## src/hw/usart_consts.svh

```systemverilog
// Register offsets, field positions, reset values and timing figures
// for the serial port baud, low-power and address-filter block.
// Assumes an 8-bit register port with a 3-bit word address.
`ifndef USART_CONSTS_SVH
`define USART_CONSTS_SVH

// Register word addresses
`define OFF_PRESCALE      3'h0
`define OFF_DIV_LO        3'h1
`define OFF_CTRL          3'h2
`define OFF_RXCTRL        3'h3
`define OFF_TXBUF         3'h4
`define OFF_RXBUF         3'h5

// Prescaler register layout
`define PSEL_MSB          7
`define PSEL_LSB          3
`define DIVHI_MSB         2

// Serial control register bits
`define CTRL_CHL_LO       0
`define CTRL_CHL_HI       1
`define CTRL_TX9          2
`define CTRL_SYNC         3
`define CTRL_RX_BUFFER_FULL_FLAG         6
`define CTRL_TX_BUFFER_EMPTY_FLAG         7

// Receive control register bits
`define RXC_ADDRESS_FILTER_ENABLE          0
`define RXC_RX9           1
`define RXC_FERR          2
`define RXC_OERR          3

// Reset values
`define RST_BYTE          8'h00
`define RST_TXSHIFT       9'h1FF

// Divider figures
`define PSEL_STOP         5'h00
`define OVS_ASYNC         4'hF
`define OVS_SYNC          4'h1

// Oscillator start-up wait after a halt
`define CORE_CLK_NS       40
`define INSTR_CYCLE_NS    1000
`define OSC_WAIT_INSTR    256
`define OSC_WAIT_CYCLES   (`OSC_WAIT_INSTR * `INSTR_CYCLE_NS / `CORE_CLK_NS)

`endif

```

## src/hw/usart_pkg.sv

```systemverilog
// Types shared by the serial port block and its baud generator.
// Assumes the constants header is compiled alongside.
package usart_pkg;
  typedef logic [2:0] reg_addr_t;
  typedef logic [7:0] reg_data_t;
  typedef enum logic [1:0] {RUN, LOW_POWER, OSC_WAIT} power_state_t;
endpackage

```

## src/hw/baud_if.sv

```systemverilog
// Configuration and tick signals between the control block and the
// baud generator. Both ends run on the core clock.
`timescale 1ns/1ps
interface baud_if;
  logic [4:0]  prescale_sel;
  logic [10:0] divisor_m1;
  logic        sync_mode;
  logic        restart;
  logic        ovs_tick;
  logic        bit_tick;
  modport gen (input prescale_sel, divisor_m1, sync_mode, restart,
               output ovs_tick, bit_tick);
  modport ctl (output prescale_sel, divisor_m1, sync_mode, restart,
               input ovs_tick, bit_tick);
endinterface

```

## src/hw/baud_gen.sv

```systemverilog
// Three-stage baud divider: fractional prescaler, then 11-bit divisor,
// then the oversampling or synchronous divide to the bit rate.
// Assumes configuration is only changed while the clock is stopped.
`timescale 1ns/1ps
`include "usart_consts.svh"
module baud_gen (
  // Clock and reset
  input  wire logic i_core_clk,
  input  wire logic i_rst_n,
  // Control side
  baud_if.gen       bus
);
  import usart_pkg::*;

  logic [5:0]  acc;
  logic        pre_tick;
  logic [10:0] div_cnt;
  logic [3:0]  ovs_cnt;

  // Terminal count of the final stage for the selected mode
  function automatic logic [3:0] ovs_last(input logic sync);
    return sync ? `OVS_SYNC : `OVS_ASYNC;
  endfunction

  // Prescaler in half-cycle units; lengths alternate for .5 factors
  always_ff @(posedge i_core_clk or negedge i_rst_n) begin
    if (!i_rst_n) begin
      acc      <= 6'h00;
      pre_tick <= 1'b0;
    end else if (bus.restart || bus.prescale_sel == `PSEL_STOP) begin
      acc      <= 6'h00;
      pre_tick <= 1'b0;
    end else if (acc + 6'h02 >= {1'b0, bus.prescale_sel} + 6'h01) begin
      acc      <= acc + 6'h02 - ({1'b0, bus.prescale_sel} + 6'h01);
      pre_tick <= 1'b1;
    end else begin
      acc      <= acc + 6'h02;
      pre_tick <= 1'b0;
    end
  end

  // Divide by N, the programmed value plus one
  always_ff @(posedge i_core_clk or negedge i_rst_n) begin
    if (!i_rst_n) begin
      div_cnt      <= 11'h000;
      bus.ovs_tick <= 1'b0;
    end else if (bus.restart || bus.prescale_sel == `PSEL_STOP) begin
      div_cnt      <= 11'h000; // Stopped clock restarts the divisor too
      bus.ovs_tick <= 1'b0;
    end else if (pre_tick && div_cnt == bus.divisor_m1) begin
      div_cnt      <= 11'h000;
      bus.ovs_tick <= 1'b1;
    end else begin
      div_cnt      <= pre_tick ? div_cnt + 11'h001 : div_cnt;
      bus.ovs_tick <= 1'b0;
    end
  end

  // Divide by 16 asynchronous, by 2 synchronous
  always_ff @(posedge i_core_clk or negedge i_rst_n) begin
    if (!i_rst_n) begin
      ovs_cnt      <= 4'h0;
      bus.bit_tick <= 1'b0;
    end else if (bus.restart || bus.prescale_sel == `PSEL_STOP) begin
      ovs_cnt      <= 4'h0; // New rate starts from a clean phase
      bus.bit_tick <= 1'b0;
    end else if (bus.ovs_tick && ovs_cnt >= ovs_last(bus.sync_mode)) begin
      ovs_cnt      <= 4'h0;
      bus.bit_tick <= 1'b1;
    end else begin
      ovs_cnt      <= bus.ovs_tick ? ovs_cnt + 4'h1 : ovs_cnt;
      bus.bit_tick <= 1'b0;
    end
  end
endmodule

```

## src/hw/usart_baud_lowpower_attention.sv

```systemverilog
// Serial port control: baud registers, transmit and receive holding
// and shift registers, loopback, address filter and halt/idle logic.
// Assumes a frame engine on the same clock issues load, shift and
// done strobes, and the chip issues the low-power entry strobe.
`timescale 1ns/1ps
`include "usart_consts.svh"

module usart_baud_lowpower_attention #(
  parameter int OSC_WAIT_CYCLES = `OSC_WAIT_CYCLES
) (
  // Clock and reset
  input  wire logic                i_core_clk,
  input  wire logic                i_rst_n,
  // Register port
  input  wire usart_pkg::reg_addr_t i_addr,
  input  wire usart_pkg::reg_data_t i_wdata,
  input  wire logic                i_wr,
  input  wire logic                i_rd,
  output      usart_pkg::reg_data_t o_rdata,
  // Frame engine strobes
  input  wire logic                i_tx_load,
  input  wire logic                i_tx_shift,
  input  wire logic                i_tx_line,
  input  wire logic                i_rx_shift,
  input  wire logic                i_rx_done,
  input  wire logic                i_frame_err,
  output      logic                o_tx_bit,
  output      logic                o_rx_line,
  output      logic                o_nine_bit_frame,
  output      logic                o_parity_off,
  output      logic                o_ovs_tick,
  output      logic                o_bit_tick,
  // Serial pins
  input  wire logic                i_serial_rx_pin,
  output      logic                o_serial_tx_pin,
  // Low-power control
  input  wire logic                i_lowpower_enter,
  input  wire logic                i_halt_mode,
  input  wire logic                i_crystal_osc,
  output      logic                o_wakeup,
  output      logic                o_exec_hold
);
  import usart_pkg::*;
  // Refuse a wait that the 16-bit counter cannot hold
  if (OSC_WAIT_CYCLES < 1 || OSC_WAIT_CYCLES > 65535) begin : g_bad_wait
    $error("OSC_WAIT_CYCLES out of range");
  end
  baud_if baud ();
  logic [4:0]   prescale_sel;
  logic [10:0]  divisor_m1;
  logic         char_length_sel_lo;
  logic         char_length_sel_hi;
  logic         tx_ninth_bit;
  logic         sync_mode;
  logic         address_filter_enable;
  logic         tx_buffer_empty_flag;
  logic         rx_buffer_full_flag;
  logic         rx_ninth_bit;
  logic         frame_err_flag;
  logic         overrun_flag;
  logic [7:0]   tx_holding_buffer;
  logic [8:0]   tx_shift_register;
  logic [7:0]   rx_holding_buffer;
  logic [8:0]   rx_shift_register;
  logic         rx_meta;
  logic         rx_sync;
  logic         rx_prev;
  logic         loopback;
  logic         rx_in;
  logic         reinit;
  logic         accept_char;
  logic         start_edge;
  logic         wr_rxctrl;
  logic         rd_rxbuf;
  logic [15:0]  wait_cnt;
  power_state_t state;
  reg_data_t    next_rdata;

  // Decode helper shared by the write and read paths
  function automatic logic hit(input reg_addr_t a, input reg_addr_t off);
    return a == off;
  endfunction

  // Baud generator hookup
  assign baud.prescale_sel = prescale_sel;
  assign baud.divisor_m1   = divisor_m1;
  assign baud.sync_mode    = sync_mode;
  assign baud.restart      = reinit;
  assign o_ovs_tick        = baud.ovs_tick;
  assign o_bit_tick        = baud.bit_tick;

  baud_gen u_baud_gen (
    .i_core_clk (i_core_clk),
    .i_rst_n    (i_rst_n),
    .bus        (baud)
  );
  // Strobe decodes and datapath steering
  assign reinit      = i_lowpower_enter && state == RUN;
  assign wr_rxctrl   = i_wr && hit(i_addr, `OFF_RXCTRL);
  assign rd_rxbuf    = i_rd && hit(i_addr, `OFF_RXBUF);
  assign loopback    = char_length_sel_lo && char_length_sel_hi;
  assign rx_in       = loopback ? tx_shift_register[0] : rx_sync;
  assign accept_char = i_rx_done &&
                       (!address_filter_enable ||
                        rx_shift_register[8]);
  assign start_edge  = rx_prev && !rx_sync;
  // Frame format hints for the frame engine
  assign o_nine_bit_frame = loopback ||
                            (char_length_sel_hi && !char_length_sel_lo);
  assign o_parity_off     = o_nine_bit_frame;
  assign o_tx_bit         = tx_shift_register[0];
  assign o_rx_line        = rx_in;
  assign o_serial_tx_pin  = loopback ? 1'b1 : i_tx_line;
  assign o_exec_hold      = state != RUN;
  // Receive pin synchroniser and edge history
  always_ff @(posedge i_core_clk or negedge i_rst_n) begin
    if (!i_rst_n) begin
      rx_meta <= 1'b1;
      rx_sync <= 1'b1;
      rx_prev <= 1'b1;
    end else begin
      rx_meta <= i_serial_rx_pin;
      rx_sync <= rx_meta;
      rx_prev <= rx_sync;
    end
  end
  // Baud divisor registers, cleared by reset, kept over halt/idle
  always_ff @(posedge i_core_clk or negedge i_rst_n) begin
    if (!i_rst_n) begin
      prescale_sel <= `PSEL_STOP;
      divisor_m1   <= 11'h000;
    end else if (i_wr && hit(i_addr, `OFF_PRESCALE)) begin
      prescale_sel <= i_wdata[`PSEL_MSB:`PSEL_LSB];
      divisor_m1   <= {i_wdata[`DIVHI_MSB:0], divisor_m1[7:0]};
    end else if (i_wr && hit(i_addr, `OFF_DIV_LO)) begin
      divisor_m1   <= {divisor_m1[10:8], i_wdata};
    end
  end
  // Read/write control bits survive reinitialisation
  always_ff @(posedge i_core_clk or negedge i_rst_n) begin
    if (!i_rst_n) begin
      char_length_sel_lo <= 1'b0;
      char_length_sel_hi <= 1'b0;
      tx_ninth_bit       <= 1'b0;
      sync_mode          <= 1'b0;
    end else if (i_wr && hit(i_addr, `OFF_CTRL)) begin
      char_length_sel_lo <= i_wdata[`CTRL_CHL_LO];
      char_length_sel_hi <= i_wdata[`CTRL_CHL_HI];
      tx_ninth_bit       <= i_wdata[`CTRL_TX9];
      sync_mode          <= i_wdata[`CTRL_SYNC];
    end
  end
  // Attention bit: software sets, accepted address clears
  always_ff @(posedge i_core_clk or negedge i_rst_n) begin
    if (!i_rst_n) begin
      address_filter_enable <= 1'b0;
    end else if (wr_rxctrl) begin
      address_filter_enable <= i_wdata[`RXC_ADDRESS_FILTER_ENABLE];
    end else if (accept_char && address_filter_enable) begin
      address_filter_enable <= 1'b0;
    end
  end
  // Transmit holding buffer is never touched by reinitialisation
  always_ff @(posedge i_core_clk or negedge i_rst_n) begin
    if (!i_rst_n) begin
      tx_holding_buffer <= `RST_BYTE;
    end else if (i_wr && hit(i_addr, `OFF_TXBUF)) begin
      tx_holding_buffer <= i_wdata;
    end
  end
  // Transmit-empty flag: hardware set wins over the software write
  always_ff @(posedge i_core_clk or negedge i_rst_n) begin
    if (!i_rst_n) begin
      tx_buffer_empty_flag <= 1'b1;
    end else if (reinit || i_tx_load) begin
      tx_buffer_empty_flag <= 1'b1;
    end else if (i_wr && hit(i_addr, `OFF_TXBUF)) begin
      tx_buffer_empty_flag <= 1'b0;
    end
  end
  // Transmit shifter, ninth bit from the control bit, ones shift in
  always_ff @(posedge i_core_clk or negedge i_rst_n) begin
    if (!i_rst_n) begin
      tx_shift_register <= `RST_TXSHIFT;
    end else if (reinit) begin
      tx_shift_register <= `RST_TXSHIFT;
    end else if (i_tx_load) begin
      tx_shift_register <= {tx_ninth_bit, tx_holding_buffer};
    end else if (i_tx_shift) begin
      tx_shift_register <= {1'b1, tx_shift_register[8:1]};
    end
  end
  // Receive shifter, fed from the pin or the loopback path
  always_ff @(posedge i_core_clk or negedge i_rst_n) begin
    if (!i_rst_n) begin
      rx_shift_register <= 9'h000;
    end else if (i_rx_shift) begin
      rx_shift_register <= {rx_in, rx_shift_register[8:1]};
    end
  end
  // Receive holding buffer keeps its contents over reinitialisation
  always_ff @(posedge i_core_clk or negedge i_rst_n) begin
    if (!i_rst_n) begin
      rx_holding_buffer <= `RST_BYTE;
    end else if (accept_char) begin
      rx_holding_buffer <= rx_shift_register[7:0];
    end
  end
  // Receive-full flag: arrival wins over the clearing read
  always_ff @(posedge i_core_clk or negedge i_rst_n) begin
    if (!i_rst_n) begin
      rx_buffer_full_flag <= 1'b0;
    end else if (reinit) begin
      rx_buffer_full_flag <= 1'b0;
    end else if (accept_char) begin
      rx_buffer_full_flag <= 1'b1;
    end else if (rd_rxbuf) begin
      rx_buffer_full_flag <= 1'b0;
    end
  end
  // Received ninth bit, read-only status
  always_ff @(posedge i_core_clk or negedge i_rst_n) begin
    if (!i_rst_n) begin
      rx_ninth_bit <= 1'b0;
    end else if (reinit) begin
      rx_ninth_bit <= 1'b0;
    end else if (accept_char) begin
      rx_ninth_bit <= rx_shift_register[8];
    end
  end
  // Error flags: events win, a write to their register clears them
  always_ff @(posedge i_core_clk or negedge i_rst_n) begin
    if (!i_rst_n) begin
      frame_err_flag <= 1'b0;
      overrun_flag   <= 1'b0;
    end else if (reinit) begin
      frame_err_flag <= 1'b0;
      overrun_flag   <= 1'b0;
    end else begin
      frame_err_flag <= i_frame_err ||
                        (frame_err_flag && !wr_rxctrl);
      overrun_flag   <= (accept_char && rx_buffer_full_flag && !rd_rxbuf) ||
                        (overrun_flag && !wr_rxctrl);
    end
  end
  // Power state: sleep on entry, wake on start bit, oscillator wait
  always_ff @(posedge i_core_clk or negedge i_rst_n) begin
    if (!i_rst_n) begin
      state    <= RUN;
      wait_cnt <= 16'h0000;
      o_wakeup <= 1'b0;
    end else begin
      o_wakeup <= 1'b0;
      case (state)
        RUN: begin
          if (i_lowpower_enter) begin
            state <= LOW_POWER;
          end
        end
        LOW_POWER: begin
          if (start_edge) begin
            o_wakeup <= 1'b1;
            wait_cnt <= 16'h0000;
            state    <= (i_halt_mode && i_crystal_osc) ? OSC_WAIT : RUN;
          end
        end
        OSC_WAIT: begin
          if (wait_cnt == 16'(OSC_WAIT_CYCLES - 1)) begin
            state <= RUN;
          end else begin
            wait_cnt <= wait_cnt + 16'h0001;
          end
        end
        default: begin
          state <= RUN;
        end
      endcase
    end
  end
  // Read mux; unmapped words read zero
  always_comb begin
    next_rdata = `RST_BYTE;
    case (i_addr)
      `OFF_PRESCALE: next_rdata = {prescale_sel, divisor_m1[10:8]};
      `OFF_DIV_LO:   next_rdata = divisor_m1[7:0];
      `OFF_CTRL: begin
        next_rdata[`CTRL_CHL_LO] = char_length_sel_lo;
        next_rdata[`CTRL_CHL_HI] = char_length_sel_hi;
        next_rdata[`CTRL_TX9]    = tx_ninth_bit;
        next_rdata[`CTRL_SYNC]   = sync_mode;
        next_rdata[`CTRL_RX_BUFFER_FULL_FLAG]   = rx_buffer_full_flag;
        next_rdata[`CTRL_TX_BUFFER_EMPTY_FLAG]   = tx_buffer_empty_flag;
      end
      `OFF_RXCTRL: begin
        next_rdata[`RXC_ADDRESS_FILTER_ENABLE] = address_filter_enable;
        next_rdata[`RXC_RX9]  = rx_ninth_bit;
        next_rdata[`RXC_FERR] = frame_err_flag;
        next_rdata[`RXC_OERR] = overrun_flag;
      end
      `OFF_TXBUF:    next_rdata = tx_holding_buffer;
      `OFF_RXBUF:    next_rdata = rx_holding_buffer;
      default:       next_rdata = `RST_BYTE;
    endcase
  end
  // Read data registered, valid the cycle after the read strobe
  always_ff @(posedge i_core_clk or negedge i_rst_n) begin
    if (!i_rst_n) begin
      o_rdata <= `RST_BYTE;
    end else if (i_rd) begin
      o_rdata <= next_rdata;
    end
  end
endmodule

```

## config.mk

```make
export PLATFORM = sky130hd
export DESIGN_NAME = usart_baud_lowpower_attention
export DESIGN_NICKNAME = d
export VERILOG_FILES = /design/src/hw/usart_pkg.sv /design/src/hw/baud_if.sv /design/src/hw/baud_gen.sv /design/src/hw/usart_baud_lowpower_attention.sv
export VERILOG_INCLUDE_DIRS = /design/src /design/src/hw
export SDC_FILE = /design/constraint.sdc
export NUM_CORES = 1
export LEC_CHECK = 0
export ABC_AREA = 1
export ABC_CLOCK_PERIOD_IN_PS = 2250
export BUFFER_PORTS_ARGS = -buffer_cell sky130_fd_sc_hd__buf_2
export CAP_MARGIN = 20
export CORE_ASPECT_RATIO = 2
export CORE_MARGIN = 4
export CORE_UTILIZATION = 40
export CTS_BUF_LIST = sky130_fd_sc_hd__clkbuf_16
export CTS_CLUSTER_SIZE = 30
export DETAILED_ROUTE_END_ITERATION = 10
export PLACE_DENSITY = 0.65
export SLEW_MARGIN = 20
export SYNTH_ARGS = -nofsm -noshare
export SYNTH_HDL_FRONTEND = slang
export SYNTH_SLANG_ARGS = --single-unit
```

## constraint.sdc

```tcl
create_clock -name i_core_clk -period 2.25 [get_ports i_core_clk]
set_input_delay 0.45 -clock i_core_clk [delete_from_list [all_inputs] [get_ports i_core_clk]]
set_output_delay 0.45 -clock i_core_clk [all_outputs]
set_load 0.05 [all_outputs]
```

After elaboration in Yosys (flattened, before gate mapping)
Cells that the tools add are included.

operators by class
  muxes and demuxes = 46
  bitwise operators = 1
  magnitude comparators = 2
  multiply operators = 0
  shift-type cells = 0
  divide/modulo/power cells = 0
  equal/unequal tests = 13
  add/subtract/negate cells = 6
  reductions and logical operators = 45

operator list
  cell                   number
  $mux 11                4
  $mux 16                2
  $pmux 16 s2            1
  $mux 9                 3
  $pmux 4 s6             1
  $mux 1                 21
  $logic_and 1x1->1      19
  $add 16x1->16 const B  1
  $eq 16x13->1 const B   1
  $mux 4                 4
  $mux 6                 2
  $reduce_bool 3->1      4
  $add 11x1->11 const B  1
  $eq 11x11->1           1
  $pmux 2 s5             1
  $reduce_bool 2->1      5
  $mux 2                 4
  $mux 8                 1
  $ne 2x2->1 const B     4
  $pmux 2 s4             1
  $add 5x1->6 const B    1
  $add 6x2->6 const B    1
  $eq 3x2->1 const B     2
  $eq 3x3->1 const B     2
  16 further kinds       26

word-level totals
  memory bits (writable) = 0
  output and inout bits = 17
  register bits after elaboration = 114
  memory bits (read-only) = 0
  word-level logic and storage cells = 143
  memories = 0
  latch bits = 0

Logic depth before layout (Yosys ltp)
  depth after elaboration = 7
  depth in mapped cells = 13
  depth with buffers taken out = 13

Cells and area by module
From an unflattened synthesis, not the netlist that was laid out.

unflattened totals
  cell total of the unflattened synthesis = 820
  area total of the unflattened synthesis = 6316.1 um2

modules (own cells, without submodules)
  module                         cells an instance  area each (um2)  times used
  usart_baud_lowpower_attention  550                4359.2           1
  baud_gen                       270                1956.9           1

Least setup slack after synthesis
No wires, ideal clock.

  path type = register to output
  start = reg tx_shift_register[0]
  end = out o_rx_line
  setup slack = -0.085 ns
  cell stages (with the launch flop) = 3
  data arrival time = 1.885 ns
  required time = 1.800 ns
  path through = dfstp_2 inv_1 o21ai_0

on the way
  longest elaborated chain between the ends = 1

ends and longest elaborated chain
  element                 line                                  RTL
  from (decl)             usart_baud_lowpower_attention.sv:62   logic [8:0] tx_shift_register;
  from (signal assigned)  usart_baud_lowpower_attention.sv:184  tx_shift_register <= `RST_TXSHIFT;
  from (signal assigned)  usart_baud_lowpower_attention.sv:186  tx_shift_register <= `RST_TXSHIFT;
  from (signal assigned)  usart_baud_lowpower_attention.sv:188  tx_shift_register <= {tx_ninth_bit, tx_holding_buffer};
  $mux 1                  usart_baud_lowpower_attention.sv:102  assign rx_in = loopback ? tx_shift_register[0] : rx_sync;
  to (decl)               usart_baud_lowpower_attention.sv:28   output logic o_rx_line,

No other way between the ends.

Final worst setup path
  start = reg u_baud_gen.acc[1]
  end = reg u_baud_gen.acc[0]

on the way
  longest elaborated chain between the ends = 4

ends and longest elaborated chain
  element                 line            RTL
  from (decl)             baud_gen.sv:15  logic [5:0] acc;
  from (signal assigned)  baud_gen.sv:34  acc <= acc + 6'h02 - ({1'b0, bus.prescale_sel} + 6'h01);
  from (signal assigned)  baud_gen.sv:37  acc <= acc + 6'h02;
  $add 6x2->6             baud_gen.sv:33  end else if (acc + 6'h02 >= {1'b0, bus.prescale_sel} + 6'h01) begin
  $ge 6x6->1              baud_gen.sv:33
  $mux 6                  baud_gen.sv:33
  $mux 6                  baud_gen.sv:30  end else if (bus.restart || bus.prescale_sel == `PSEL_STOP) begin

No other way between the ends.
A chain may end at the register's enable or synchronous reset.

==> reports/results.tsv <==
metric	value	unit
outcome	complete, no violations	
Post-Synthesis Cell Area	6060	um^2
Routed Antenna Nets	0	
most frequent cells in the layout	nand2_1, dfrtp_1, inv_1	
post-layout min period	2.09	ns
routed wire length	16.3	mm
global-route wire length before repair	26.9	mm
total CTS buffers	17	
Fin Clk Skew	0.0107	ns
largest fanout on the critical path	6	
RD Place Congestion	0.894	
chip width	95.0	um
I/O pin count	42	
Initial Util	0.409	
overall power consumption	7.99	mW
most common cell after layout, fill and taps aside	nand2_1	
post-cts hold buffer count	0	
Die Height	182	um
sort of element at the end of the critical path	flop	
power density cells	1110	nW/um^2
Core Region	14800	um^2
worst-skew pair later-pin latency	0.41	ns
number of distinct library cell variants in the gate-level netlist after synthesis	40	
drt drc	0	
Post-DP HPWL	12.8	mm
Max Transition Viols Final	0	
detailed-routing iteration count for the pre-antenna-repair pass	5	
via count of the first global-routing pass	5500	
number of input and output port buffers inserted	41	
post-CTS clock slew at the launch and capture registers of the worst setup and hold paths	0.06	ns
depth of the most critical reg-to-reg path	12	
Starting DRT DRC Count	295	
setup repair after global routing missed its margin	false	
synth warn	0	
fraction of layout instances using a drive strength above 1	0.156	
Crit-path slowest cell	dfrtp_1	
fmax	0.478	GHz
type of the worst setup path	flop to flop	
leak pwr	3.51	nW
flip-flop and latch count after synthesis	114	
standard-cell row count	63	
total inserted antenna cells	0	
Final nets	866	
postcts setup bufs	0	
Worst Max-Slew Pin Slew	0.635	ns
average wire per standard cell	15.8	um
layout filler cell count	1510	
Avg Inst Size Synth	7.88	um^2
floorplan die area	17300	um^2
peak ir drop on the vdd network	0.000575	V
startpoint class of the critical path	flop	
via count	5299	
total count of hold-check failures in the final report	0	
maximum clock path buffer count	2	
critical path's top delay family	simple AND/OR/NAND/NOR gates	
clock tree sinks	114	
H-tree lvl count	4	
clock tree from TritonCTS	done	
synthesized netlist cell count	769	
cell seen most often among critical-path stages	nand2_1	
GRT overflow	0	
antenna violations before repair	0	
share of the yosys chip area belonging to registers	0.474	
nets in the synthesized netlist	810	
data required time at the worst endpoint	2.57	ns
series of cell instances along the critical path	ha_1 > nand3_1 > xor2_1 > inv_1 > ha_4 > nand2_1 > inv_1 > nand2_1 > and2_1 > nand3_4 > nand2_1 > o21ai_1	
number of maximum-capacitance violations	0	
max-slew headroom at the worst pin	0.576	
number of vias per cell	5.13	
hold crit path type	input port to asynchronous set/reset pin	
largest net degree at the start of global routing	46	
Tcrit/Tclk final	0.931	
layout overhead on the synthesized area	18.7	%
critical path data arrival time	2.42	ns
CP bufs+invs	2	
maximum cell stage delay along the critical path	0.38	ns
total global routing track utilization	0.204	
CTS root buf	clkbuf_16	
hold slack final	0.0436	ns
final setup violation count	0	
count of cell instances traversed by the critical path	12	
path summary, 6_finish.rpt:
path,end,startpoint,slack (ns)
hold / removal,o_rdata[5],i_rst_n,0.04
setup / recovery,u_baud_gen.acc[0],u_baud_gen.acc[1],0.16
min in group i_core_clk,rx_meta,i_serial_rx_pin,0.14
hold reg to reg,rx_sync,rx_meta,0.36
max in group asynchronous,baud.divisor_m1[0],i_rst_n,1.47
setup reg to reg,u_baud_gen.acc[0],u_baud_gen.acc[1],0.16
power breakdown:
group | internal, mW | switching, mW
sequential | 2.48 | 0.297
combinational | 0.774 | 1.50
clock | 1.95 | 0.979
total | 5.21 | 2.78
cell usage after synthesis (all sizes together):
cell     number  area share
nand3        51       0.045
nor3b         1      0.0012
nand4        13       0.013
o21ai        76       0.071
dfstp        13       0.056
nor2         80       0.051
ha           15       0.031
o22ai         2      0.0021
o31ai         1      0.0012
o211ai        3      0.0037
inv          92       0.057
o2111ai       3      0.0043
nand2       228        0.15
clkinv        1     0.00062
o32a          1      0.0017
xnor2         4      0.0058
and2          1      0.0010
or2           1      0.0010
fa            1      0.0033
dfrtp       101        0.42
buf           9       0.011
xor2         16       0.023
clkbuf        6      0.0037
nor3         10       0.011
a21oi        27       0.022
a31oi         9      0.0093
mux2          2      0.0037
a21o          2      0.0025
cells by family (layout without fill, tap and decap cells):
family | Yosys count | count (layout) | synth area share
simple gates | 385 | 385 | 0.269
flops | 114 | 114 | 0.474
compound gates | 124 | 124 | 0.118
xor+xnor | 20 | 20 | 0.0289
fa+ha+maj | 16 | 16 | 0.0343
mux | 2 | 2 | 0.00372
buf+inv | 108 | 177 | 0.0727
final cells by class:
type,count,area [um^2],area share
Clock buffer,17,425,0.0592
Multi-Input combinational cell,547,2790,0.387
Inverter,93,349,0.0485
Tap cell,195,244,0.0339
Timing Repair Buffer,52,303,0.0421
Clock inverter,15,215,0.0299
Sequential cell,114,2870,0.399
layer usage:
metal,wire [um],vias to the layer above,share of wire,GRT usage
li1,-,2604,-,-
met5,0,-,0,0
met3,565,61,0.035,0.0386
met2,9130,148,0.56,0.376
met4,981,0,0.060,0.130
met1,5670,2486,0.35,0.200
what timing repair did:
action / 4_1_cts / 5_1_grt
setup endpoints to repair: 4 / 4
hold endpoints to repair: 0 / 0
pin swaps: 0 / 1
resized for setup: 4 / 3
per-stage QoR:
stage	TNS [ns]	cell area, um^2	setup WS [ns]	cells	utilization
after floorplan	0	6060	0.207	769	-
after global placement	0	6510	0.00749	1001	0.440
after detailed placement	-0.0398	6510	-0.0178	1001	0.440
after CTS	0	7170	0.0760	1033	0.484
after global routing	0	7190	0.0167	1033	0.485
final	0	7190	0.156	1033	0.485
state kept, by name (all words and copies together), names as in the netlist, 2 cells and up:
register	count
state	2
tx_holding_buffer	8
u_baud_gen.acc	6
wait_cnt	16
o_rdata	8
tx_shift_register	9
baud.prescale_sel	5
u_baud_gen.ovs_cnt	4
baud.divisor_m1	11
u_baud_gen.div_cnt	11
rx_shift_register	9
rx_holding_buffer	8
No activity file was read; power rests on OpenSTA's default activity.
